===== src/eaos_pkg.sv =====
// package for the engine auxiliary output sequencer: codes, indices, timing
// assumes a 20 MHz system clock and whole-second duration settings
package eaos_pkg;

	// clock and tick timing
	localparam int CLK_HZ           = 20_000_000;
	localparam int TICK_PERIOD_MS   = 1000;
	localparam int TICK_CYCLES      = CLK_HZ / 1000 * TICK_PERIOD_MS;
	localparam int RUN_QUAL_MS      = 200;
	localparam int RUN_QUAL_CYCLES  = CLK_HZ / 1000 * RUN_QUAL_MS;
	localparam int HEAT_QUAL_S      = 1;

	// configurable output count and selector width
	localparam int NUM_OUTPUTS      = 16;
	localparam int FUNC_W           = 4;
	localparam int NUM_FLAGS        = 9;

	// output function codes (0 = unassigned / other function)
	localparam logic [3:0] FN_NONE    = 4'h0;
	localparam logic [3:0] FN_GLOW    = 4'h1;
	localparam logic [3:0] FN_CONSENT = 4'h2;
	localparam logic [3:0] FN_FUEL    = 4'h3;
	localparam logic [3:0] FN_GAS     = 4'h4;
	localparam logic [3:0] FN_START   = 4'h5;
	localparam logic [3:0] FN_STOP    = 4'h6;
	localparam logic [3:0] FN_IDLE    = 4'h7;
	localparam logic [3:0] FN_BATTERY_SELECT_FIRST   = 4'h8;
	localparam logic [3:0] FN_BATTERY_SELECT_SECOND   = 4'h9;
	localparam logic [3:0] FN_HEATER  = 4'ha;
	localparam logic [3:0] FN_LUBE    = 4'hb;

	// default assignment, outputs numbered from 1
	localparam int DEF_STOP_OUT  = 4;
	localparam int DEF_START_OUT = 5;
	localparam int DEF_FUEL_OUT  = 6;

	// status flag bit index; flag k is status number 128 + k
	localparam int ST_BASE    = 128;
	localparam int ST_GLOW    = 0;
	localparam int ST_CONSENT = 1;
	localparam int ST_FUEL    = 2;
	localparam int ST_GAS     = 3;
	localparam int ST_START   = 4;
	localparam int ST_STOP    = 5;
	localparam int ST_IDLE    = 6;
	localparam int ST_HEATER  = 7;
	localparam int ST_LUBE    = 8;

	// temperature, pressure and duration widths
	localparam int TEMP_W = 12;
	localparam int PRES_W = 12;
	localparam int DUR_W  = 8;

	// commands arriving from the starting/stopping sequencer
	typedef struct packed {
		logic start_seq;  // starting sequence active, fuel opens
		logic fuel;
		logic consent;
		logic gas;
		logic starter;
		logic stop;
		logic idle;
		logic battery_select_first;
		logic battery_select_second;
	} eaos_cmd_t;

	// oil pressure sensing
	typedef struct packed {
		logic              meas_valid;
		logic [PRES_W-1:0] meas;
		logic [PRES_W-1:0] warn_thr;
		logic [PRES_W-1:0] min_thr;
		logic              low_sw_cfg;
		logic              low_sw;
		logic              alt_sw_cfg;
		logic              alt_sw;
	} eaos_oil_t;

	// pre-start sequencer states, gray along idle->pre->hold
	typedef enum logic [1:0] {
		EAOS_IDLE = 2'b00,
		EAOS_PRE  = 2'b01,
		EAOS_HOLD = 2'b11
	} eaos_state_t;

endpackage : eaos_pkg


===== src/eaos_heater.sv =====
// coolant heater thermostat with hysteresis and one-second qualification
// assumes tick_i is a one-cycle pulse every second
`timescale 1ns/1ps

module eaos_heater #(
	parameter int TEMP_W = eaos_pkg::TEMP_W
) (
	input  wire logic              clk_sys_i,  // system clock
	input  wire logic              rst_n_i,    // async reset, low
	input  wire logic              tick_i,     // one-second pulse
	input  wire logic              valid_i,    // temperature available
	input  wire logic [TEMP_W-1:0] temp_i,     // coolant temperature
	input  wire logic [TEMP_W-1:0] low_thr_i,  // switch-on threshold
	input  wire logic [TEMP_W-1:0] high_thr_i, // switch-off threshold
	output logic                   heat_o      // heater command
);

	logic below;
	logic above;
	logic [1:0] below_cnt_reg;
	logic [1:0] above_cnt_reg;

	assign below = valid_i && (temp_i < low_thr_i);
	assign above = valid_i && (temp_i > high_thr_i);

	////////////////////////////////////////////////////////////////////
	// qualification: a full tick interval must pass, so count two ticks
	// (first tick only arms; the second proves at least one second)
	always_ff @(posedge clk_sys_i or negedge rst_n_i) begin
		if (!rst_n_i) begin
			below_cnt_reg <= 2'h0;
			above_cnt_reg <= 2'h0;
		end else begin
			if (!below)
				below_cnt_reg <= 2'h0;
			else if (tick_i && below_cnt_reg != 2'h2)
				below_cnt_reg <= below_cnt_reg + 2'h1;
			if (!above)
				above_cnt_reg <= 2'h0;
			else if (tick_i && above_cnt_reg != 2'h2)
				above_cnt_reg <= above_cnt_reg + 2'h1;
		end
	end

	// heater state; no measurement forces it off
	always_ff @(posedge clk_sys_i or negedge rst_n_i) begin
		if (!rst_n_i)
			heat_o <= 1'b0;
		else if (!valid_i)
			heat_o <= 1'b0;
		else if (below_cnt_reg == 2'h2)
			heat_o <= 1'b1;
		else if (above_cnt_reg == 2'h2)
			heat_o <= 1'b0;
	end

endmodule : eaos_heater


===== src/eaos_top.sv =====
// engine auxiliary output sequencer: pre-start cycles, output mapping
// assumes the starting sequencer supplies commands and run indications
`timescale 1ns/1ps

// Overview of operation
// - each output picks one of eleven engine command function codes
// - consent rises with fuel and may fall later than fuel
// - default mapping: stop on output 4, starter 5, fuel 6
// - each function except the battery selects also appears as status flag 128 to 136
// - mapped outputs are driven even when engine also controlled by CAN
// - heater disabled while no coolant temperature is available
// - heater turns on after one second continuously below low threshold
// - heater turns off after one second continuously above high threshold
// - thermostat runs continuously, also with engine running
// - pre-lubrication enabled only with nonzero maximum lube duration
// - lube pump starts with the starting cycle, as fuel opens
// - lube cycle ends at its maximum time or once pressure established
// - measured pressure compares against warning, else minimum threshold
// - otherwise inactive low switch, preferred over alt switch, means pressure
// - lube pump held after its cycle until engine runs or abort
// - lube held over repeated attempts, timed only on first attempt
// - glow function enabled only with nonzero glow duration
// - glow starts with fuel opening, cycle lasts glow duration seconds
// - glow held after cycle until run or abort, timed first attempt only
// - glow and lube run in parallel, glow extended to longer lube time
// - engine running after an indication persists 0.2 s continuously
module eaos_top #(
	parameter int NOUT        = eaos_pkg::NUM_OUTPUTS,
	parameter int TICK_CYC    = eaos_pkg::TICK_CYCLES,
	parameter int RUNQ_CYC    = eaos_pkg::RUN_QUAL_CYCLES,
	parameter int NIND        = 5
) (
	input  wire logic                          clk_sys_i,        // clock
	input  wire logic                          rst_n_i,          // reset, low
	input  wire eaos_pkg::eaos_cmd_t           cmd_i,            // seq cmds
	input  wire logic [NOUT-1:0][eaos_pkg::FUNC_W-1:0] out_func_i, // maps
	input  wire logic [NIND-1:0]               run_ind_i,        // run signs
	input  wire logic [NIND-1:0]               run_ind_en_i,     // enables
	input  wire logic                          seq_abort_i,      // aborted
	input  wire logic                          coolant_valid_i,  // temp ok
	input  wire logic [eaos_pkg::TEMP_W-1:0]   coolant_temp_i,   // temp
	input  wire logic [eaos_pkg::TEMP_W-1:0]   heat_low_thr_i,   // on thr
	input  wire logic [eaos_pkg::TEMP_W-1:0]   heat_high_thr_i,  // off thr
	input  wire eaos_pkg::eaos_oil_t           oil_i,            // oil sense
	input  wire logic [eaos_pkg::DUR_W-1:0]    lube_max_s_i,     // lube secs
	input  wire logic [eaos_pkg::DUR_W-1:0]    glow_max_s_i,     // glow secs
	output logic [NOUT-1:0]                    dout_o,           // outputs
	output logic [eaos_pkg::NUM_FLAGS-1:0]     status_o,         // st 128+
	output logic                               crank_ok_o,       // may crank
	output logic                               engine_running_o, // running
	output logic                               glow_o,           // glow cmd
	output logic                               lube_pump_output_o, // lube
	output logic                               coolant_heater_output_o // heat
);

	localparam int TW = $clog2(TICK_CYC + 1);
	localparam int RW = $clog2(RUNQ_CYC + 1);
	localparam int DW = eaos_pkg::DUR_W;

	// elaboration checks on parameters
	if (NOUT < eaos_pkg::DEF_FUEL_OUT) begin : g_chk_nout
		$error("eaos_top: too few outputs for the default mapping");
	end
	if (TICK_CYC < 1 || RUNQ_CYC < 1) begin : g_chk_cyc
		$error("eaos_top: cycle counts must be at least one");
	end

	////////////////////////////////////////////////////////////////////
	// one-second tick
	logic [TW-1:0] tick_cnt_reg;
	logic          tick_reg;

	// single time base for every second-based figure
	always_ff @(posedge clk_sys_i or negedge rst_n_i) begin
		if (!rst_n_i) begin
			tick_cnt_reg <= '0;
			tick_reg     <= 1'b0;
		end else if (tick_cnt_reg == TW'(TICK_CYC - 1)) begin
			tick_cnt_reg <= '0;
			tick_reg     <= 1'b1;
		end else begin
			tick_cnt_reg <= tick_cnt_reg + TW'(1);
			tick_reg     <= 1'b0;
		end
	end

	////////////////////////////////////////////////////////////////////
	// running-engine qualification
	logic          any_ind;
	logic [RW-1:0] run_cnt_reg;

	assign any_ind = |(run_ind_i & run_ind_en_i);

	// any enabled indication must hold 0.2 s without a break
	always_ff @(posedge clk_sys_i or negedge rst_n_i) begin
		if (!rst_n_i) begin
			run_cnt_reg      <= '0;
			engine_running_o <= 1'b0;
		end else if (!any_ind) begin
			run_cnt_reg      <= '0;
			engine_running_o <= 1'b0;
		end else if (run_cnt_reg != RW'(RUNQ_CYC)) begin
			run_cnt_reg      <= run_cnt_reg + RW'(1);
		end else begin
			engine_running_o <= 1'b1;
		end
	end

	////////////////////////////////////////////////////////////////////
	// oil pressure judgement
	logic press_ok;

	// measured value first, then the switches; a dropped contact means
	// pressure is present
	always_comb begin
		press_ok = 1'b0;
		if (oil_i.meas_valid && oil_i.warn_thr != '0)
			press_ok = oil_i.meas > oil_i.warn_thr;
		else if (oil_i.meas_valid && oil_i.min_thr != '0)
			press_ok = oil_i.meas > oil_i.min_thr;
		else if (oil_i.low_sw_cfg)
			press_ok = !oil_i.low_sw;
		else if (oil_i.alt_sw_cfg)
			press_ok = !oil_i.alt_sw;
	end

	////////////////////////////////////////////////////////////////////
	// pre-start sequencer
	eaos_pkg::eaos_state_t state_reg;
	logic [DW-1:0]         sec_cnt_reg;
	logic                  lube_done_reg;
	logic                  glow_done_reg;
	logic                  first_done_reg;
	logic                  lube_en;
	logic                  glow_en;
	logic [DW-1:0]         glow_len;
	logic                  release_hold;

	assign lube_en      = lube_max_s_i != '0;
	assign glow_en      = glow_max_s_i != '0;
	// glow stretched to the lube time when that is longer
	assign glow_len     = (lube_en && lube_max_s_i > glow_max_s_i) ?
	                      lube_max_s_i : glow_max_s_i;
	assign release_hold = engine_running_o || seq_abort_i ||
	                      !cmd_i.start_seq;

	// state walk; timing only on the first attempt of a sequence
	always_ff @(posedge clk_sys_i or negedge rst_n_i) begin
		if (!rst_n_i) begin
			state_reg <= eaos_pkg::EAOS_IDLE;
		end else begin
			case (state_reg)
			eaos_pkg::EAOS_IDLE: begin
				if (cmd_i.start_seq && !release_hold)
					state_reg <= eaos_pkg::EAOS_PRE;
			end
			eaos_pkg::EAOS_PRE: begin
				if (release_hold)
					state_reg <= eaos_pkg::EAOS_IDLE;
				else if (lube_done_reg && glow_done_reg)
					state_reg <= eaos_pkg::EAOS_HOLD;
			end
			eaos_pkg::EAOS_HOLD: begin
				if (release_hold)
					state_reg <= eaos_pkg::EAOS_IDLE;
			end
			default: state_reg <= eaos_pkg::EAOS_IDLE;
			endcase
		end
	end

	// seconds counter shared by both cycles, which run in parallel
	always_ff @(posedge clk_sys_i or negedge rst_n_i) begin
		if (!rst_n_i)
			sec_cnt_reg <= '0;
		else if (state_reg != eaos_pkg::EAOS_PRE)
			sec_cnt_reg <= '0;
		else if (tick_reg && sec_cnt_reg != '1)
			sec_cnt_reg <= sec_cnt_reg + DW'(1);
	end

	// cycle end flags; a repeated attempt reuses the first result
	always_ff @(posedge clk_sys_i or negedge rst_n_i) begin
		if (!rst_n_i) begin
			lube_done_reg  <= 1'b0;
			glow_done_reg  <= 1'b0;
			first_done_reg <= 1'b0;
		end else if (state_reg == eaos_pkg::EAOS_IDLE) begin
			lube_done_reg  <= first_done_reg || !lube_en;
			glow_done_reg  <= first_done_reg || !glow_en;
			if (release_hold && !cmd_i.start_seq)
				first_done_reg <= 1'b0;            // sequence over
		end else begin
			if (sec_cnt_reg >= lube_max_s_i || press_ok)
				lube_done_reg <= 1'b1;
			if (sec_cnt_reg >= glow_len)
				glow_done_reg <= 1'b1;
			if (state_reg == eaos_pkg::EAOS_HOLD)
				first_done_reg <= 1'b1;
		end
	end

	// held outputs: lube and glow on from fuel opening until running or abort; crank allowed in hold
	always_ff @(posedge clk_sys_i or negedge rst_n_i) begin
		if (!rst_n_i) begin
			lube_pump_output_o <= 1'b0;
			glow_o             <= 1'b0;
			crank_ok_o         <= 1'b0;
		end else begin
			lube_pump_output_o <= lube_en && cmd_i.fuel &&
			    state_reg != eaos_pkg::EAOS_IDLE;
			glow_o             <= glow_en && cmd_i.fuel &&
			    state_reg != eaos_pkg::EAOS_IDLE;
			crank_ok_o         <=
			    state_reg == eaos_pkg::EAOS_HOLD && !release_hold;
		end
	end

	////////////////////////////////////////////////////////////////////
	// coolant heater
	logic heat_w;

	eaos_heater #(
		.TEMP_W (eaos_pkg::TEMP_W)
	) u_heater (
		.clk_sys_i  (clk_sys_i),
		.rst_n_i    (rst_n_i),
		.tick_i     (tick_reg),
		.valid_i    (coolant_valid_i),
		.temp_i     (coolant_temp_i),
		.low_thr_i  (heat_low_thr_i),
		.high_thr_i (heat_high_thr_i),
		.heat_o     (heat_w)
	);

	always_ff @(posedge clk_sys_i or negedge rst_n_i) begin
		if (!rst_n_i)
			coolant_heater_output_o <= 1'b0;
		else
			coolant_heater_output_o <= heat_w;
	end

	////////////////////////////////////////////////////////////////////
	// status flags and output mapping
	logic [eaos_pkg::NUM_FLAGS-1:0] flags;
	logic                           consent;

	// consent follows fuel up; sequencer may hold it after fuel drops
	assign consent = cmd_i.consent || cmd_i.fuel;

	always_comb begin
		flags = '0;
		flags[eaos_pkg::ST_GLOW]    = glow_o;
		flags[eaos_pkg::ST_CONSENT] = consent;
		flags[eaos_pkg::ST_FUEL]    = cmd_i.fuel;
		flags[eaos_pkg::ST_GAS]     = cmd_i.gas;
		flags[eaos_pkg::ST_START]   = cmd_i.starter && crank_ok_o;
		flags[eaos_pkg::ST_STOP]    = cmd_i.stop;
		flags[eaos_pkg::ST_IDLE]    = cmd_i.idle;
		flags[eaos_pkg::ST_HEATER]  = heat_w;
		flags[eaos_pkg::ST_LUBE]    = lube_pump_output_o;
	end

	// status word, bit k is status 128 + k
	always_ff @(posedge clk_sys_i or negedge rst_n_i) begin
		if (!rst_n_i)
			status_o <= '0;
		else
			status_o <= flags;
	end

	// each output decodes its selector; code 0 leaves the output off.
	// the function selectors come from outside, so default mapping is
	// applied when all selectors read as unassigned
	logic all_none;
	assign all_none = out_func_i == '0;

	for (genvar i = 0; i < NOUT; i++) begin : g_out
		logic [eaos_pkg::FUNC_W-1:0] fsel;
		logic                        val;

		always_comb begin
			fsel = out_func_i[i];
			if (all_none && i == eaos_pkg::DEF_STOP_OUT - 1)
				fsel = eaos_pkg::FN_STOP;
			else if (all_none && i == eaos_pkg::DEF_START_OUT - 1)
				fsel = eaos_pkg::FN_START;
			else if (all_none && i == eaos_pkg::DEF_FUEL_OUT - 1)
				fsel = eaos_pkg::FN_FUEL;
			case (fsel)
			eaos_pkg::FN_GLOW:    val = flags[eaos_pkg::ST_GLOW];
			eaos_pkg::FN_CONSENT: val = flags[eaos_pkg::ST_CONSENT];
			eaos_pkg::FN_FUEL:    val = flags[eaos_pkg::ST_FUEL];
			eaos_pkg::FN_GAS:     val = flags[eaos_pkg::ST_GAS];
			eaos_pkg::FN_START:   val = flags[eaos_pkg::ST_START];
			eaos_pkg::FN_STOP:    val = flags[eaos_pkg::ST_STOP];
			eaos_pkg::FN_IDLE:    val = flags[eaos_pkg::ST_IDLE];
			eaos_pkg::FN_BATTERY_SELECT_FIRST:   val = cmd_i.battery_select_first;
			eaos_pkg::FN_BATTERY_SELECT_SECOND:   val = cmd_i.battery_select_second;
			eaos_pkg::FN_HEATER:  val = flags[eaos_pkg::ST_HEATER];
			eaos_pkg::FN_LUBE:    val = flags[eaos_pkg::ST_LUBE];
			default:              val = 1'b0;
			endcase
		end

		// driven regardless of any CAN control of the engine
		always_ff @(posedge clk_sys_i or negedge rst_n_i) begin
			if (!rst_n_i)
				dout_o[i] <= 1'b0;
			else
				dout_o[i] <= val;
		end
	end

endmodule : eaos_top


===== config.mk =====
export PLATFORM = sky130hd
export DESIGN_NAME = eaos_top
export DESIGN_NICKNAME = d
export VERILOG_FILES = /design/src/eaos_pkg.sv /design/src/eaos_heater.sv /design/src/eaos_top.sv
export SDC_FILE = /design/constraint.sdc
export NUM_CORES = 1
export LEC_CHECK = 0
export ABC_AREA = 0
export BUFFER_PORTS_ARGS = -buffer_cell sky130_fd_sc_hd__buf_2
export CAP_MARGIN = 40
export CORE_MARGIN = 2
export CORE_UTILIZATION = 54
export CTS_CLUSTER_SIZE = 16
export DETAILED_ROUTE_END_ITERATION = 16
export GPL_TIMING_DRIVEN = 0
export PLACE_DENSITY = 0.9
export SLEW_MARGIN = 10
export SYNTH_ARGS = -nofsm -noshare
export SYNTH_HDL_FRONTEND = slang
export SYNTH_SLANG_ARGS = --single-unit
export TNS_END_PERCENT = 30

===== constraint.sdc =====
create_clock -name clk_sys_i -period 2.3 [get_ports clk_sys_i]
set_input_delay 0.115 -clock clk_sys_i [delete_from_list [all_inputs] [get_ports clk_sys_i]]
set_output_delay 0.115 -clock clk_sys_i [all_outputs]
set_load 0.02 [all_outputs]

### Word-level counts from Yosys, hierarchy flattened

Index checks and enable logic that the tools add are counted.

* add/subtract/negate cells: 5
* magnitude comparators: 7
* eq/ne operators: 195
* multiplexer cells: 51
* bitwise operators: 1
* reduce and logical (&&, ||, !) cells: 43

Operator list (count)
* $eq 4x3->1 const B: 64
* $eq 4x4->1 const B: 64
* $pmux 1 s11: 16
* $eq 4x2->1 const B: 32
* $eq 4x1->1 const B: 16
* $logic_not 64->1: 1
* $mux 22: 2
* $gt 12x12->1: 3
* $add 25x1->25 const B: 1
* $eq 25x25->1 const B: 1
* $mux 25: 1
* $mux 8: 3
* $reduce_bool 12->1: 2
* $add 22x1->22 const B: 1
* $ne 22x22->1 const B: 1
* $logic_and 1x1->1: 17
* $mux 1: 17
* $ge 8x8->1: 2
* $mux 2: 8
* $reduce_bool 8->1: 2
* $ne 2x2->1 const B: 7
* $lt 12x12->1: 1
* $mux 4: 3
* $reduce_bool 2->1: 5
* 17 further kinds: 32

* register bits: 96
* input bits: 180
* output and inout port bits: 30
* logic and storage cells: 335

### Logic depth before layout (Yosys ltp)

Gate-level depths: netlist (run 1).

* word-level depth: 8
* depth in mapped cells: 15
* depth with buffers taken out: 15

### Modules after synthesis

From an unflattened synthesis (run 1), not the netlist that was laid out.

* cell total of the unflattened synthesis: 922
* area total of the unflattened synthesis: 8230.4 µm²

Modules (own cells, without submodules)
* eaos_top: instances 1, cells an instance 813, area each 7379.6 µm², seq. area each 2252.2 µm²
* eaos_heater: instances 1, cells an instance 109, area each 850.8 µm², seq. area each 125.1 µm²

### Worst setup path after synthesis (run 1)

Ideal clock, no wire load.

* path kind: input to register
* start: in glow_max_s_i[1] (netlist bit)
* end: reg glow_done_reg
* library setup time: 0.133 ns
* arrival: 2.721 ns
* required time: 2.167 ns
* setup slack: -0.554 ns
* cell stages on the path: 15
* buffers on the path: 0
* cells stage by stage: inv_1 ha_1 nor2b_1 o21a_1 o21ai_0 a211o_1 a21oi_2 mux2_2 ha_1 nand2b_1 a21o_1 a21o_1 a21oi_1 o21a_1 o21ai_0

* cells in the longest elaborated chain, start to end: 5
* elaborated cells on any way between the ends: 9
* those cells by class: 2 x order compare; 2 x mux; 5 x reduce/logical

Ends and longest elaborated chain
* start, declared: line eaos_top.sv:46 `input wire logic [eaos_pkg::DUR_W-1:0] glow_max_s_i,`
* $gt 8x8->1: line eaos_top.sv:142 `assign glow_len = (lube_en && lube_max_s_i > glow_max_s_i) ?`
* $logic_and 1x1->1: line eaos_top.sv:142
* $mux 8: line eaos_top.sv:142
* $ge 8x8->1: line eaos_top.sv:196 `if (sec_cnt_reg >= glow_len)`
* $reduce_bool 2->1 (no line)
* end signal, assigned: line eaos_top.sv:190 `glow_done_reg <= first_done_reg || !glow_en;`
* end, declared: line eaos_top.sv:132 `logic glow_done_reg;`

Parallel ways exist; a longest one is shown, timed or not.
A chain may end at the register's enable or synchronous reset.

### Worst setup path after layout (run 1)

Ends and elaborated chain as after synthesis.

==> impl_table.tex, run 1 <==
\begin{tabular}{lr}
\hline
Metric & Value \\
\hline
\multicolumn{2}{l}{\textbf{Global routing}} \\
\quad Largest net degree at the start of global routing & 64 \\
\quad GR Overflow Total & 0 \\
\quad Vias in the first global route & 7669 \\
\quad GRT Resource Usage Total & 26.9\% \\
\quad Wire length of the first global-routing pass & 35.2 mm \\
\quad Antenna violations before repair & 0 \\
\multicolumn{2}{l}{\textbf{Run status}} \\
\quad Outcome & complete, but fails checks \\
\quad Failing checks & negative setup slack \\
\multicolumn{2}{l}{\textbf{Finish}} \\
\quad \# nets final & 1400 \\
\quad Most common library cell in the layout ignoring fill and taps & sky130\_fd\_sc\_hd\_\_buf\_2 \\
\quad Fillers & 1086 \\
\quad Max FFs per register & 25 \\
\quad Antenna diodes & 0 \\
\quad Most used cells in the layout excluding fill and tap cells & 201 x sky130\_fd\_sc\_hd\_\_buf\_2, 113 x sky130\_fd\_sc\_hd\_\_inv\_1, 106 x sky130\_fd\_sc\_hd\_\_ha\_1 \\
\quad Final core utilization & 67.7\% \\
\quad Share of cells above drive strength 1 & 25.2\% \\
\quad Synthesis-to-layout area growth & 22.2\% \\
\quad Area of all placed cells without fillers & 9840 µm² \\
\multicolumn{2}{l}{\textbf{Logic synthesis}} \\
\quad Most used flip-flop cell after synthesis & sky130\_fd\_sc\_hd\_\_dfrtp\_1 \\
\quad Fraction of synthesis flops using an asynchronous set or reset pin & 100\% \\
\quad Area of the mapped netlist & 8050 µm² \\
\quad Sequential share of the synthesized area & 29.5\% \\
\quad Number of enable-type register cells in the synthesized netlist & 0 \\
\quad Flop and latch count out of synthesis & 95 \\
\quad Count of different cell masters after synthesis & 63 \\
\quad Post-synthesis instance total & 881 \\
\quad Total nets after synthesis & 1171 \\
\quad Synthesized area per cell & 9.14 µm² \\
\quad Warnings, synthesis & 0 \\
\multicolumn{2}{l}{\textbf{Drt}} \\
\quad Antenna viol nets, final & 0 \\
\quad TritonRoute pass-1 iters & 5 \\
\quad Via total after detailed routing & 7655 \\
\quad Overall routed net length & 21.5 mm \\
\quad Routed vias/inst & 5.89 \\
\quad Post-DR wirelength/cell & 16.6 µm \\
\quad Number of remaining DRC errors & 0 \\
\quad 1st-iter DRT viols & 615 \\
\multicolumn{2}{l}{\textbf{STA}} \\
\quad Post-route minimum period & 2.43 ns \\
\quad Hold violation total from the final report & 0 \\
\quad Total Neg Setup Slack & -0.130 ns \\
\quad Final setup fails & 1 \\
\quad Post-route setup slack & -0.130 ns \\
\quad Transition time at the pin with the least slew margin & 0.697 ns \\
\quad Fraction of the cycle the final worst path needs & 106\% \\
\quad Final Slew Violations & 0 \\
\quad Fin Clk Skew & 0.00521 ns \\
\quad Max transition margin & 53.1\% \\
\quad Setup repair after global routing missed its margin & true \\
\quad Fmax & 412 MHz \\
\multicolumn{2}{l}{\textbf{Clock tree}} \\
\quad Clock Latency Late Sink & 0.34 ns \\
\quad Clock transition at the registers of the reported paths & 0.07 ns \\
\quad Clock tree from TritonCTS & done \\
\quad Number of clock sinks seen by CTS & 95 \\
\quad Deepest clock path buffer count & 2 \\
\quad Number of buffers added by the clock tree synthesis step & 9 \\
\quad Root buffer cell & sky130\_fd\_sc\_hd\_\_clkbuf\_16 \\
\quad Maximum level of the CTS H-tree & 3 \\
\multicolumn{2}{l}{\textbf{Setup path}} \\
\quad Cells along the critical path & buf\_12 -> inv\_12 -> ha\_4 -> nor2b\_4 -> o21a\_1 -> o21ai\_1 -> a211o\_1 -> a21oi\_4 -> mux2\_4 -> ha\_4 -> nand2b\_4 -> a21o\_1 -> a21o\_1 -> a21oi\_2 -> o21a\_1 -> o21ai\_1 \\
\quad Kind of critical path & primary input to flip-flop \\
\quad Critical path buffers and inverters & 2 \\
\quad Endpoint class of the critical path & flip-flop \\
\quad Max stage delay cell, worst path & sky130\_fd\_sc\_hd\_\_a211o\_1 \\
\quad Data arrival time of the worst path & 2.65 ns \\
\quad Largest fanout on the critical path & 3 \\
\quad Largest stage delay on the critical path & 0.35 ns \\
\quad Family of cells with the greatest summed delay on the critical path & compound AO/OA/AOI/OAI gates \\
\quad Worst path required time & 2.52 ns \\
\quad Startpoint types & primary input \\
\multicolumn{2}{l}{\textbf{Pwr}} \\
\quad Highest ir drop seen on vdd & 368 µV \\
\quad Proportion of total power due to net switching & 30.9\% \\
\quad Sequential Power Share & 41.3\% \\
\quad Switching power & 1.34 mW \\
\quad Pwr dens & 440 nW/µm² \\
\quad Cell-internal power & 3.00 mW \\
\quad Clock network power share & 33.2\% \\
\quad Relative contribution of combinational cells to total power & 25.5\% \\
\quad Static leakage power & 5.00 nW \\
\multicolumn{2}{l}{\textbf{Die}} \\
\quad Horizontal die dimension & 126 µm \\
\quad Die Outline Area & 15900 µm² \\
\quad IO Count & 210 \\
\quad Floorplan row count & 44 \\
\quad Starting Density & 55.4\% \\
\quad Die Y & 126 µm \\
\quad Std-Cell Core Area & 14500 µm² \\
\multicolumn{2}{l}{\textbf{Place}} \\
\quad Weighted congestion reported at the end of routability-driven placement & 0.925 \\
\quad Pre-CTS WS & -0.773 ns \\
\quad Total half-perimeter wirelength after legalization and detailed placement & 16.5 mm \\
\quad Placed Instance Area & 9400 µm² \\
\quad Number of port buffers & 205 \\
\multicolumn{2}{l}{\textbf{Flow run}} \\
\quad Maxcap violations & 0 \\
\multicolumn{2}{l}{\textbf{Min path}} \\
\quad Worst hold path type & primary input to flip-flop \\
\hline
\end{tabular}
## metrics by stage
stage,hold WS (ns),total power [mW],cells
after floorplan,-0.181,2.41,881
after global placement,0.322,2.82,1270
after detailed placement,0.102,2.87,1271
after CTS,0.00336,4.34,1298
after global routing,0.0211,4.56,1299
final,0.00941,4.33,1299
## power by group through the flow
stage          Sequential, mW  Clock [mW]  Combinational (mW)
2_1_floorplan            1.85           0               0.562
3_3_place_gp             1.82           0                1.01
3_5_place_dp             1.82           0                1.05
4_1_cts                  1.79        1.47                1.08
5_1_grt                  1.80        1.53                1.22
6_report                 1.79        1.44                1.10
## layout make-up
cell class,count,area [µm²],share of cell area (%)
Tap cell,184,230,2.34
Multi-Input combinational cell,649,5210,53.0
Sequential cell,95,2380,24.2
Clock inverter,6,50.0,0.508
Buffer,23,114,1.16
Timing Repair Buffer,218,1190,12.1
Inverter,114,440,4.47
Clock buffer,10,229,2.33
## cells in the mapped netlist, types with 6 or more instances
library cell / count / area (µm²)
sky130_fd_sc_hd__a21o_1: 12 / 90.1
sky130_fd_sc_hd__a21oi_1: 54 / 270
sky130_fd_sc_hd__a222oi_1: 12 / 120
sky130_fd_sc_hd__and3_1: 12 / 75.1
sky130_fd_sc_hd__clkbuf_1: 17 / 63.8
sky130_fd_sc_hd__dfrtp_1: 95 / 2380
sky130_fd_sc_hd__ha_1: 110 / 1380
sky130_fd_sc_hd__inv_1: 114 / 428
sky130_fd_sc_hd__mux2i_1: 9 / 90.1
sky130_fd_sc_hd__mux4_2: 27 / 608
sky130_fd_sc_hd__nand2_1: 41 / 154
sky130_fd_sc_hd__nand2b_1: 11 / 68.8
sky130_fd_sc_hd__nand3_1: 24 / 120
sky130_fd_sc_hd__nand3b_1: 8 / 60.1
sky130_fd_sc_hd__nand4_1: 28 / 175
sky130_fd_sc_hd__nor2_1: 59 / 221
sky130_fd_sc_hd__nor2b_1: 23 / 144
sky130_fd_sc_hd__nor3_1: 7 / 35.0
sky130_fd_sc_hd__nor4_1: 23 / 144
sky130_fd_sc_hd__o211ai_1: 7 / 52.6
sky130_fd_sc_hd__o21a_1: 7 / 52.6
sky130_fd_sc_hd__o21ai_0: 63 / 315
sky130_fd_sc_hd__or3_1: 6 / 37.5
sky130_fd_sc_hd__xnor2_1: 21 / 184
sky130_fd_sc_hd__xor2_1: 25 / 219
## layer usage
layer / wire (µm) / vias to the layer above / share of wire (%) / global-route usage (%)
li1: - / 3636 / - / -
met2: 10600 / 400 / 49 / 48.0
met5: 0 / - / 0 / 0
met1: 8570 / 3563 / 40 / 32.4
met4: 767 / 0 / 3.6 / 11.4
met3: 1610 / 56 / 7.5 / 3.74
## worst paths after layout
check,start,end,slack [ns],cells past startpoint
max in group asynchronous,rst_n_i,tick_cnt_reg[21],1.38,3
setup reg to reg,tick_cnt_reg[0],tick_cnt_reg[16],0.13,7
hold reg to reg,tick_cnt_reg[4],tick_cnt_reg[4],0.47,1
min in group asynchronous,rst_n_i,dout_o[8],0.27,2
hold / removal,out_func_i[47],dout_o[11],0.009,2
setup / recovery,glow_max_s_i[1],glow_done_reg,-0.13,16
## cells by family after synthesis
family / after synthesis / share of synthesized area (%)
AOI/OAI and AO/OA: 190 / 14.6
xor gates and xnor gates: 46 / 5.00
adders and majority gates: 110 / 17.1
buffers and inverters: 137 / 6.70
DFF: 95 / 29.5
muxes: 39 / 9.32
and+or+nand+nor: 264 / 17.8
## worst register-to-register path, delay by kind of cell, from the launching register on
kind | cells | cell delay, ns
AND/OR/NAND/NOR | 4 | 0.96
buffers and inverters | 2 | 0.45
flip-flops | 1 | 0.42
adder cells (fa/ha/maj) | 1 | 0.23
## timing repair
item / 4_1_cts / 5_1_grt
hold buffers: 8 / 0
hold endpoints to repair: 39 / 0
pin swaps: 12 / 9
resized for setup: 12 / 6
setup buffers: 3 / 1
setup endpoints to repair: 2 / 6
No activity file was read; power rests on OpenSTA's default activity.
==> inputs of run 2 (changes only) <==
--- a/config.mk
+++ b/config.mk
@@ -6,14 +6,14 @@
 export NUM_CORES = 1
 export LEC_CHECK = 0
 export ABC_AREA = 0
-export BUFFER_PORTS_ARGS = -buffer_cell sky130_fd_sc_hd__buf_2
 export CAP_MARGIN = 40
 export CORE_MARGIN = 2
 export CORE_UTILIZATION = 54
 export CTS_CLUSTER_SIZE = 16
 export DETAILED_ROUTE_END_ITERATION = 16
+export DONT_BUFFER_PORTS = 1
 export GPL_TIMING_DRIVEN = 0
-export PLACE_DENSITY = 0.9
+export PLACE_DENSITY = 0.78
 export SLEW_MARGIN = 10
 export SYNTH_ARGS = -nofsm -noshare
 export SYNTH_HDL_FRONTEND = slang
==> run 2 against run 1 <==
The run ends with negative hold slack left. Non-clock buffer count is 191 lower. Sequential power up 3%. Worst hold slack worse by 0.56 ns. Critical path depth is 1 lower. Clock skew is 0.0054 ns higher. Total power fell by 4.2%. Critical path type unchanged.
==> impl_table.tex, run 2 (synthesis gave the netlist of run 1 again) <==
\begin{tabular}{lr}
\hline
Metric & Value \\
\hline
\multicolumn{2}{l}{\textbf{Run status}} \\
\quad Outcome & complete, but fails checks \\
\quad Failing checks & negative hold slack \\
\multicolumn{2}{l}{\textbf{Die}} \\
\quad IO Count & 210 (unchanged) \\
\quad Starting Density & 55.4\% (unchanged) \\
\quad Die Outline Area & 15900 µm² (unchanged) \\
\quad Floorplan row count & 44 (unchanged) \\
\quad Horizontal die dimension & 126 µm (unchanged) \\
\quad Die Y & 126 µm (unchanged) \\
\quad Std-Cell Core Area & 14500 µm² (unchanged) \\
\multicolumn{2}{l}{\textbf{Setup path}} \\
\quad Worst path required time & 2.53 ns (about the same) \\
\quad Number of cells traversed by the worst register-to-register path & 5 (-2) \\
\quad Data arrival time of the worst path & 2.52 ns (-0.13 ns) \\
\quad Kind of critical path & primary input to flip-flop \\
\quad Endpoint class of the critical path & flip-flop \\
\quad Largest fanout on the critical path & 3 (unchanged) \\
\quad Startpoint types & primary input \\
\multicolumn{2}{l}{\textbf{STA}} \\
\quad Hold violation total from the final report & 95 (+95) \\
\quad Fraction of the cycle the final worst path needs & 99.6\% (-6.1 points) \\
\quad Max transition margin & 46.6\% (-6.5 points) \\
\quad Setup repair after global routing missed its margin & true \\
\quad Final setup fails & 0 (-1) \\
\quad Fin Clk Skew & 0.0106 ns (+0.00538 ns) \\
\quad Worst slack on hold paths & -0.547 ns (-0.556 ns) \\
\quad Fmax & 437 MHz (+6.1\%) \\
\quad Post-route minimum period & 2.29 ns (-0.140 ns) \\
\quad Total Neg Setup Slack & 0 ns (+0.130 ns) \\
\quad Transition time at the pin with the least slew margin & 0.794 ns (+0.0973 ns) \\
\quad Final Slew Violations & 0 (unchanged) \\
\multicolumn{2}{l}{\textbf{Drt}} \\
\quad Number of remaining DRC errors & 0 (unchanged) \\
\quad Routed vias/inst & 6.21 (+5.3\%) \\
\quad Antenna viol nets, final & 0 (unchanged) \\
\quad Overall routed net length & 20.3 mm (-5.8\%) \\
\quad Post-DR wirelength/cell & 18.3 µm (+10\%) \\
\quad TritonRoute pass-1 iters & 5 (unchanged) \\
\quad 1st-iter DRT viols & 572 (-7.0\%) \\
\quad Via total after detailed routing & 6877 (-10\%) \\
\multicolumn{2}{l}{\textbf{Finish}} \\
\quad Most used cells in the layout excluding fill and tap cells & 113 x sky130\_fd\_sc\_hd\_\_inv\_1, 108 x sky130\_fd\_sc\_hd\_\_ha\_1, 95 x sky130\_fd\_sc\_hd\_\_dfrtp\_1 \\
\quad Most common library cell in the layout ignoring fill and taps & sky130\_fd\_sc\_hd\_\_inv\_1 \\
\quad Share of cells above drive strength 1 & 7.58\% (-18 points) \\
\quad Area of all placed cells without fillers & 8920 µm² (-9.3\%) \\
\quad Antenna diodes & 0 (unchanged) \\
\quad Synthesis-to-layout area growth & 10.8\% \\
\quad Max FFs per register & 25 (unchanged) \\
\quad \# nets final & 1209 (-14\%) \\
\multicolumn{2}{l}{\textbf{Pwr}} \\
\quad Highest ir drop seen on vdd & 336 µV (-8.9\%) \\
\quad Static leakage power & 4.21 nW (-16\%) \\
\quad Pwr dens & 465 nW/µm² (+5.7\%) \\
\multicolumn{2}{l}{\textbf{Global routing}} \\
\quad Wire length of the first global-routing pass & 33.5 mm (-4.9\%) \\
\quad Largest net degree at the start of global routing & 96 (+50\%) \\
\quad GR Overflow Total & 0 (unchanged) \\
\quad Antenna violations before repair & 0 (unchanged) \\
\quad GRT Resource Usage Total & 25.8\% (-1.1 points) \\
\quad Vias in the first global route & 7088 (-7.6\%) \\
\multicolumn{2}{l}{\textbf{Place}} \\
\quad Placed Instance Area & 8340 µm² (-11\%) \\
\quad Weighted congestion reported at the end of routability-driven placement & 0.913 (-1.3\%) \\
\quad Number of port buffers & 0 (-100\%) \\
\quad Total half-perimeter wirelength after legalization and detailed placement & 15.4 mm (-6.7\%) \\
\multicolumn{2}{l}{\textbf{Clock tree}} \\
\quad Root buffer cell & sky130\_fd\_sc\_hd\_\_clkbuf\_16 \\
\quad Clock tree from TritonCTS & done \\
\quad Number of buffers added by the clock tree synthesis step & 9 (unchanged) \\
\quad Clock transition at the registers of the reported paths & 0.07 ns (about the same) \\
\quad Number of clock sinks seen by CTS & 95 (unchanged) \\
\quad Maximum level of the CTS H-tree & 3 (unchanged) \\
\quad Hold-fix buffers, CTS & 26 (+18) \\
\quad Clock Latency Late Sink & 0.35 ns (about the same) \\
\quad Deepest clock path buffer count & 2 (unchanged) \\
\multicolumn{2}{l}{\textbf{Flow run}} \\
\quad Maxcap violations & 0 (unchanged) \\
\multicolumn{2}{l}{\textbf{Min path}} \\
\quad Worst hold path type & primary input to asynchronous set/reset pin \\
\hline
\end{tabular}
==> run 2: cell count changes in the layout (fill, tap and decap cells not counted), moves of 2 or more <==
cell	before	now
sky130_fd_sc_hd__ha_1	106	108
sky130_fd_sc_hd__inv_6	3	1
sky130_fd_sc_hd__buf_4	8	4
sky130_fd_sc_hd__buf_2	201	0
sky130_fd_sc_hd__dlygate4sd3_1	8	26
==> run 2: stage by stage <==
stage	cells	utilization, %	total power, mW	setup WS (ns)
6_report	1108	61.4	4.15	0.00983
5_1_grt	1108	61.4	4.38	-0.112
3_3_place_gp	1065	57.4	2.53	-0.510
2_1_floorplan	881	-	2.41	-0.346
3_5_place_dp	1065	57.4	2.56	-0.547
4_1_cts	1109	61.4	4.16	0.000101
==> run 2: what timing repair did <==
item,in CTS,in global routing
buffers inserted,2,0
setup endpoints to repair,8,18
pin swaps,2,0
hold endpoints to repair,113,95
gates cloned,0,0
gates resized for setup,1,5
==> run 2: final timing paths <==
check                      slack [ns]               to            start
min in group clk_sys_i              0        dout_o[7]   out_func_i[29]
hold reg to reg                  0.48  tick_cnt_reg[4]  tick_cnt_reg[4]
max in group asynchronous        2.63  run_cnt_reg[20]          rst_n_i
setup reg to reg                 0.09        dout_o[8]       crank_ok_o
setup / recovery                 0.01    glow_done_reg  glow_max_s_i[1]
hold / removal                  -0.55        dout_o[6]          rst_n_i
==> run 2: worst max-delay path, stage by stage <==
cell	delay (ns)
sky130_fd_sc_hd__inv_12	0.01
sky130_fd_sc_hd__ha_4	0.24
sky130_fd_sc_hd__nor2b_1	0.13
sky130_fd_sc_hd__o21a_1	0.13
sky130_fd_sc_hd__o21ai_1	0.08
sky130_fd_sc_hd__a211o_1	0.32
sky130_fd_sc_hd__a21oi_4	0.18
sky130_fd_sc_hd__mux2_4	0.33
sky130_fd_sc_hd__ha_4	0.23
sky130_fd_sc_hd__nand2b_4	0.12
sky130_fd_sc_hd__a21o_1	0.15
sky130_fd_sc_hd__a21o_1	0.15
sky130_fd_sc_hd__a21oi_1	0.13
sky130_fd_sc_hd__o21a_1	0.14
sky130_fd_sc_hd__o21ai_1	0.06
==> run 2: cell type report <==
| cell class | count | area, µm² |
|---|---|---|
| plain buffers | 22 | 110 |
| clock buffers | 10 | 229 |
| clock inverters | 6 | 75.1 |
| fillers | 1283 | 5610 |
| inverters | 114 | 440 |
| multi-input cells | 649 | 5190 |
| flip-flops and latches | 95 | 2380 |
| well taps | 184 | 230 |
| repair buffers | 28 | 275 |
==> run 2: routing by layer <==
metal | vias to the layer above | global-route usage, % | wire (µm)
met1 | 3227 | 31.2 | 8060
li1 | 3247 | - | -
met4 | 0 | 7.50 | 501
met2 | 350 | 44.2 | 9740
met3 | 53 | 8.45 | 1980
met5 | - | 0 | 0
==> run 2: power by group <==
part / total [mW] / internal (mW) / switching (mW) / leakage, nW
clock network: 1.57 / 0.864 / 0.704 / 0.151
registers: 1.84 / 1.73 / 0.104 / 1.28
logic: 0.747 / 0.390 / 0.357 / 2.78
total: 4.15 / 2.99 / 1.16 / 4.21
==> inputs of run 3 (changes only) <==
==> constraint.sdc (replaced) <==
create_clock -name clk_sys_i -period 2.3 [get_ports clk_sys_i]
set_input_delay 0.345 -clock clk_sys_i [delete_from_list [all_inputs] [get_ports clk_sys_i]]
set_output_delay 0.345 -clock clk_sys_i [all_outputs]
set_load 0.02 [all_outputs]
==> run 3 against run 2 <==
Cell count down 2.1%. Critical path type unchanged. Via count down 1.6%. Sequential power about the same. The flow finishes with violations (negative hold slack, negative setup slack). Critical endpoint unchanged. Clock power about the same. Final area down 2.3%. Count of clock-buffer cells in the layout unchanged.
==> impl_table.tex, run 3 (synthesis gave the netlist of run 1 again) <==
\begin{tabular}{lr}
\hline
Metric & Value \\
\hline
\multicolumn{2}{l}{\textbf{Run status}} \\
\quad Outcome & complete, but fails checks \\
\quad Failing checks & negative hold slack, negative setup slack \\
\multicolumn{2}{l}{\textbf{Die}} \\
\quad Starting Density & 55.4\% (unchanged) \\
\quad Die Y & 126 µm (unchanged) \\
\quad Std-Cell Core Area & 14500 µm² (unchanged) \\
\quad Floorplan row count & 44 (unchanged) \\
\quad Horizontal die dimension & 126 µm (unchanged) \\
\quad Die Outline Area & 15900 µm² (unchanged) \\
\quad IO Count & 210 (unchanged) \\
\multicolumn{2}{l}{\textbf{Pwr}} \\
\quad Relative contribution of combinational cells to total power & 17.4\% (-0.6 points) \\
\quad Sequential Power Share & 44.6\% (+0.4 points) \\
\quad Power Total & 4.12 mW (-0.84\%) \\
\quad Switching power & 1.15 mW (-1.2\%) \\
\quad Pwr dens & 472 nW/µm² (+1.5\%) \\
\quad Highest ir drop seen on vdd & 333 µV (-0.74\%) \\
\quad Static leakage power & 4.12 nW (-2.0\%) \\
\quad Proportion of total power due to net switching & 27.9\% (-0.11 points) \\
\quad Cell-internal power & 2.97 mW (-0.68\%) \\
\quad Clock network power share & 37.9\% (about the same) \\
\multicolumn{2}{l}{\textbf{Clock tree}} \\
\quad Number of buffers added by the clock tree synthesis step & 9 (unchanged) \\
\quad Clock Latency Late Sink & 0.35 ns (about the same) \\
\quad Maximum level of the CTS H-tree & 3 (unchanged) \\
\quad Number of clock sinks seen by CTS & 95 (unchanged) \\
\quad Deepest clock path buffer count & 2 (unchanged) \\
\quad Root buffer cell & sky130\_fd\_sc\_hd\_\_clkbuf\_16 \\
\quad Clock tree from TritonCTS & done \\
\quad Clock transition at the registers of the reported paths & 0.07 ns (about the same) \\
\multicolumn{2}{l}{\textbf{STA}} \\
\quad Total Neg Setup Slack & -0.248 ns (-0.248 ns) \\
\quad Post-route setup slack & -0.248 ns (-0.258 ns) \\
\quad Worst slack on hold paths & -0.316 ns (+0.231 ns) \\
\quad Final Slew Violations & 0 (unchanged) \\
\quad Fin Clk Skew & 0.0116 ns (+0.00105 ns) \\
\quad Fmax & 392 MHz (-10\%) \\
\quad Transition time at the pin with the least slew margin & 0.824 ns (+0.0299 ns) \\
\quad Final setup fails & 1 (+1) \\
\quad Max transition margin & 44.6\% (-2.0 points) \\
\quad Hold violation total from the final report & 95 (unchanged) \\
\quad Fraction of the cycle the final worst path needs & 111\% (+11 points) \\
\quad Setup repair after global routing missed its margin & true \\
\quad Post-route minimum period & 2.55 ns (+0.258 ns) \\
\multicolumn{2}{l}{\textbf{Global routing}} \\
\quad Wire length of the first global-routing pass & 32.5 mm (-3.0\%) \\
\quad GR Overflow Total & 0 (unchanged) \\
\quad GRT Resource Usage Total & 25.1\% (-0.76 points) \\
\quad Vias in the first global route & 6886 (-2.8\%) \\
\quad Antenna violations before repair & 0 (unchanged) \\
\quad Largest net degree at the start of global routing & 96 (unchanged) \\
\multicolumn{2}{l}{\textbf{Drt}} \\
\quad Overall routed net length & 19.8 mm (-2.3\%) \\
\quad TritonRoute pass-1 iters & 7 (+2) \\
\quad Post-DR wirelength/cell & 18.3 µm (-0.20\%) \\
\quad Number of remaining DRC errors & 0 (unchanged) \\
\quad 1st-iter DRT viols & 630 (+10\%) \\
\quad Routed vias/inst & 6.24 (+0.47\%) \\
\quad Antenna viol nets, final & 0 (unchanged) \\
\quad Via total after detailed routing & 6766 (-1.6\%) \\
\multicolumn{2}{l}{\textbf{Setup path}} \\
\quad Worst path required time & 2.53 ns (about the same) \\
\quad Endpoint class of the critical path & flip-flop \\
\quad Data arrival time of the worst path & 2.78 ns (+0.26 ns) \\
\quad Largest fanout on the critical path & 3 (unchanged) \\
\quad Kind of critical path & primary input to flip-flop \\
\quad Startpoint types & primary input \\
\multicolumn{2}{l}{\textbf{Finish}} \\
\quad Synthesis-to-layout area growth & 8.22\% \\
\quad Most used cells in the layout excluding fill and tap cells & 113 x sky130\_fd\_sc\_hd\_\_inv\_1, 108 x sky130\_fd\_sc\_hd\_\_ha\_1, 95 x sky130\_fd\_sc\_hd\_\_dfrtp\_1 \\
\quad Antenna diodes & 0 (unchanged) \\
\quad \# nets final & 1186 (-1.9\%) \\
\quad Final cell count without fillers & 1085 (-2.1\%) \\
\quad Most common library cell in the layout ignoring fill and taps & sky130\_fd\_sc\_hd\_\_inv\_1 \\
\quad Share of cells above drive strength 1 & 8.21\% (+0.64 points) \\
\quad Max FFs per register & 25 (unchanged) \\
\multicolumn{2}{l}{\textbf{Min path}} \\
\quad Worst hold path type & primary input to asynchronous set/reset pin \\
\multicolumn{2}{l}{\textbf{Place}} \\
\quad Weighted congestion reported at the end of routability-driven placement & 0.913 (unchanged) \\
\quad Number of port buffers & 0 (unchanged) \\
\quad Total half-perimeter wirelength after legalization and detailed placement & 15.4 mm (unchanged) \\
\quad Count of placed standard cells including taps & 1065 (unchanged) \\
\quad Pre-CTS WS & -0.777 ns (-0.230 ns) \\
\multicolumn{2}{l}{\textbf{Flow run}} \\
\quad Maxcap violations & 0 (unchanged) \\
\hline
\end{tabular}
==> run 3: power groups by stage <==
| stage | sequential [mW] | clock, mW | combinational [mW] |
|---|---|---|---|
| 6_report | 1.84 | 1.56 | 0.718 |
| 5_1_grt | 1.85 | 1.68 | 0.820 |
| 4_1_cts | 1.84 | 1.59 | 0.702 |
| 3_5_place_dp | 1.87 | 0 | 0.687 |
| 3_3_place_gp | 1.87 | 0 | 0.665 |
| 2_1_floorplan | 1.85 | 0 | 0.562 |
==> run 3: stage by stage <==
step / utilization, % / cell area [µm²]
detailed placement: 57.4 / 8340
global placement: 57.4 / 8340
CTS: 59.6 / 8660
finish: 60.0 / 8710
global route: 60.0 / 8710
floorplan: - / 8110
==> run 3: cell type report <==
cell class                 instances  area [µm²]
buffer                            22         110
clock buffer                      10         229
clock inverter                     6        75.1
fill                            1304        5820
inverter                         114         440
multi-input combinational        649        5210
sequential                        95        2380
tap                              184         230
timing repair buffer               5        45.0
==> run 3: worst paths after layout <==
check	from	end	slack, ns	cells past startpoint
setup / recovery	glow_max_s_i[1]	glow_done_reg	-0.25	15
hold / removal	rst_n_i	dout_o[10]	-0.32	0
setup reg to reg	crank_ok_o	dout_o[8]	0.11	5
hold reg to reg	tick_cnt_reg[4]	tick_cnt_reg[4]	0.49	1
max in group asynchronous	rst_n_i	run_cnt_reg[20]	2.43	0
min in group clk_sys_i	cmd_i[5]	status_o[3]	0.02	0
==> run 3: metal layers <==
layer	track usage [%]	part of all wire, %	up-vias
met5	0	0	-
met4	7.18	2.1	0
met3	8.50	10	51
met2	42.6	48	343
met1	30.3	40	3169
li1	-	-	3203
==> run 3: worst max-delay path, stage by stage <==
cell and delay, ns:
sky130_fd_sc_hd__inv_12 0.01, sky130_fd_sc_hd__ha_4 0.25, sky130_fd_sc_hd__nor2b_4 0.12, sky130_fd_sc_hd__o21a_1 0.13
sky130_fd_sc_hd__o21ai_2 0.07, sky130_fd_sc_hd__a211o_1 0.31, sky130_fd_sc_hd__a21oi_4 0.18, sky130_fd_sc_hd__mux2_4 0.33
sky130_fd_sc_hd__ha_4 0.23, sky130_fd_sc_hd__nand2b_4 0.12, sky130_fd_sc_hd__a21o_1 0.15, sky130_fd_sc_hd__a21o_1 0.17
sky130_fd_sc_hd__a21oi_2 0.14, sky130_fd_sc_hd__o21a_1 0.15, sky130_fd_sc_hd__o21ai_1 0.06
==> run 3: what timing repair did <==
action	CTS	global route
setup endpoints to repair	8	17
resized for setup	2	9
hold endpoints to repair	95	98
buffers inserted	2	0
pin swaps	4	0
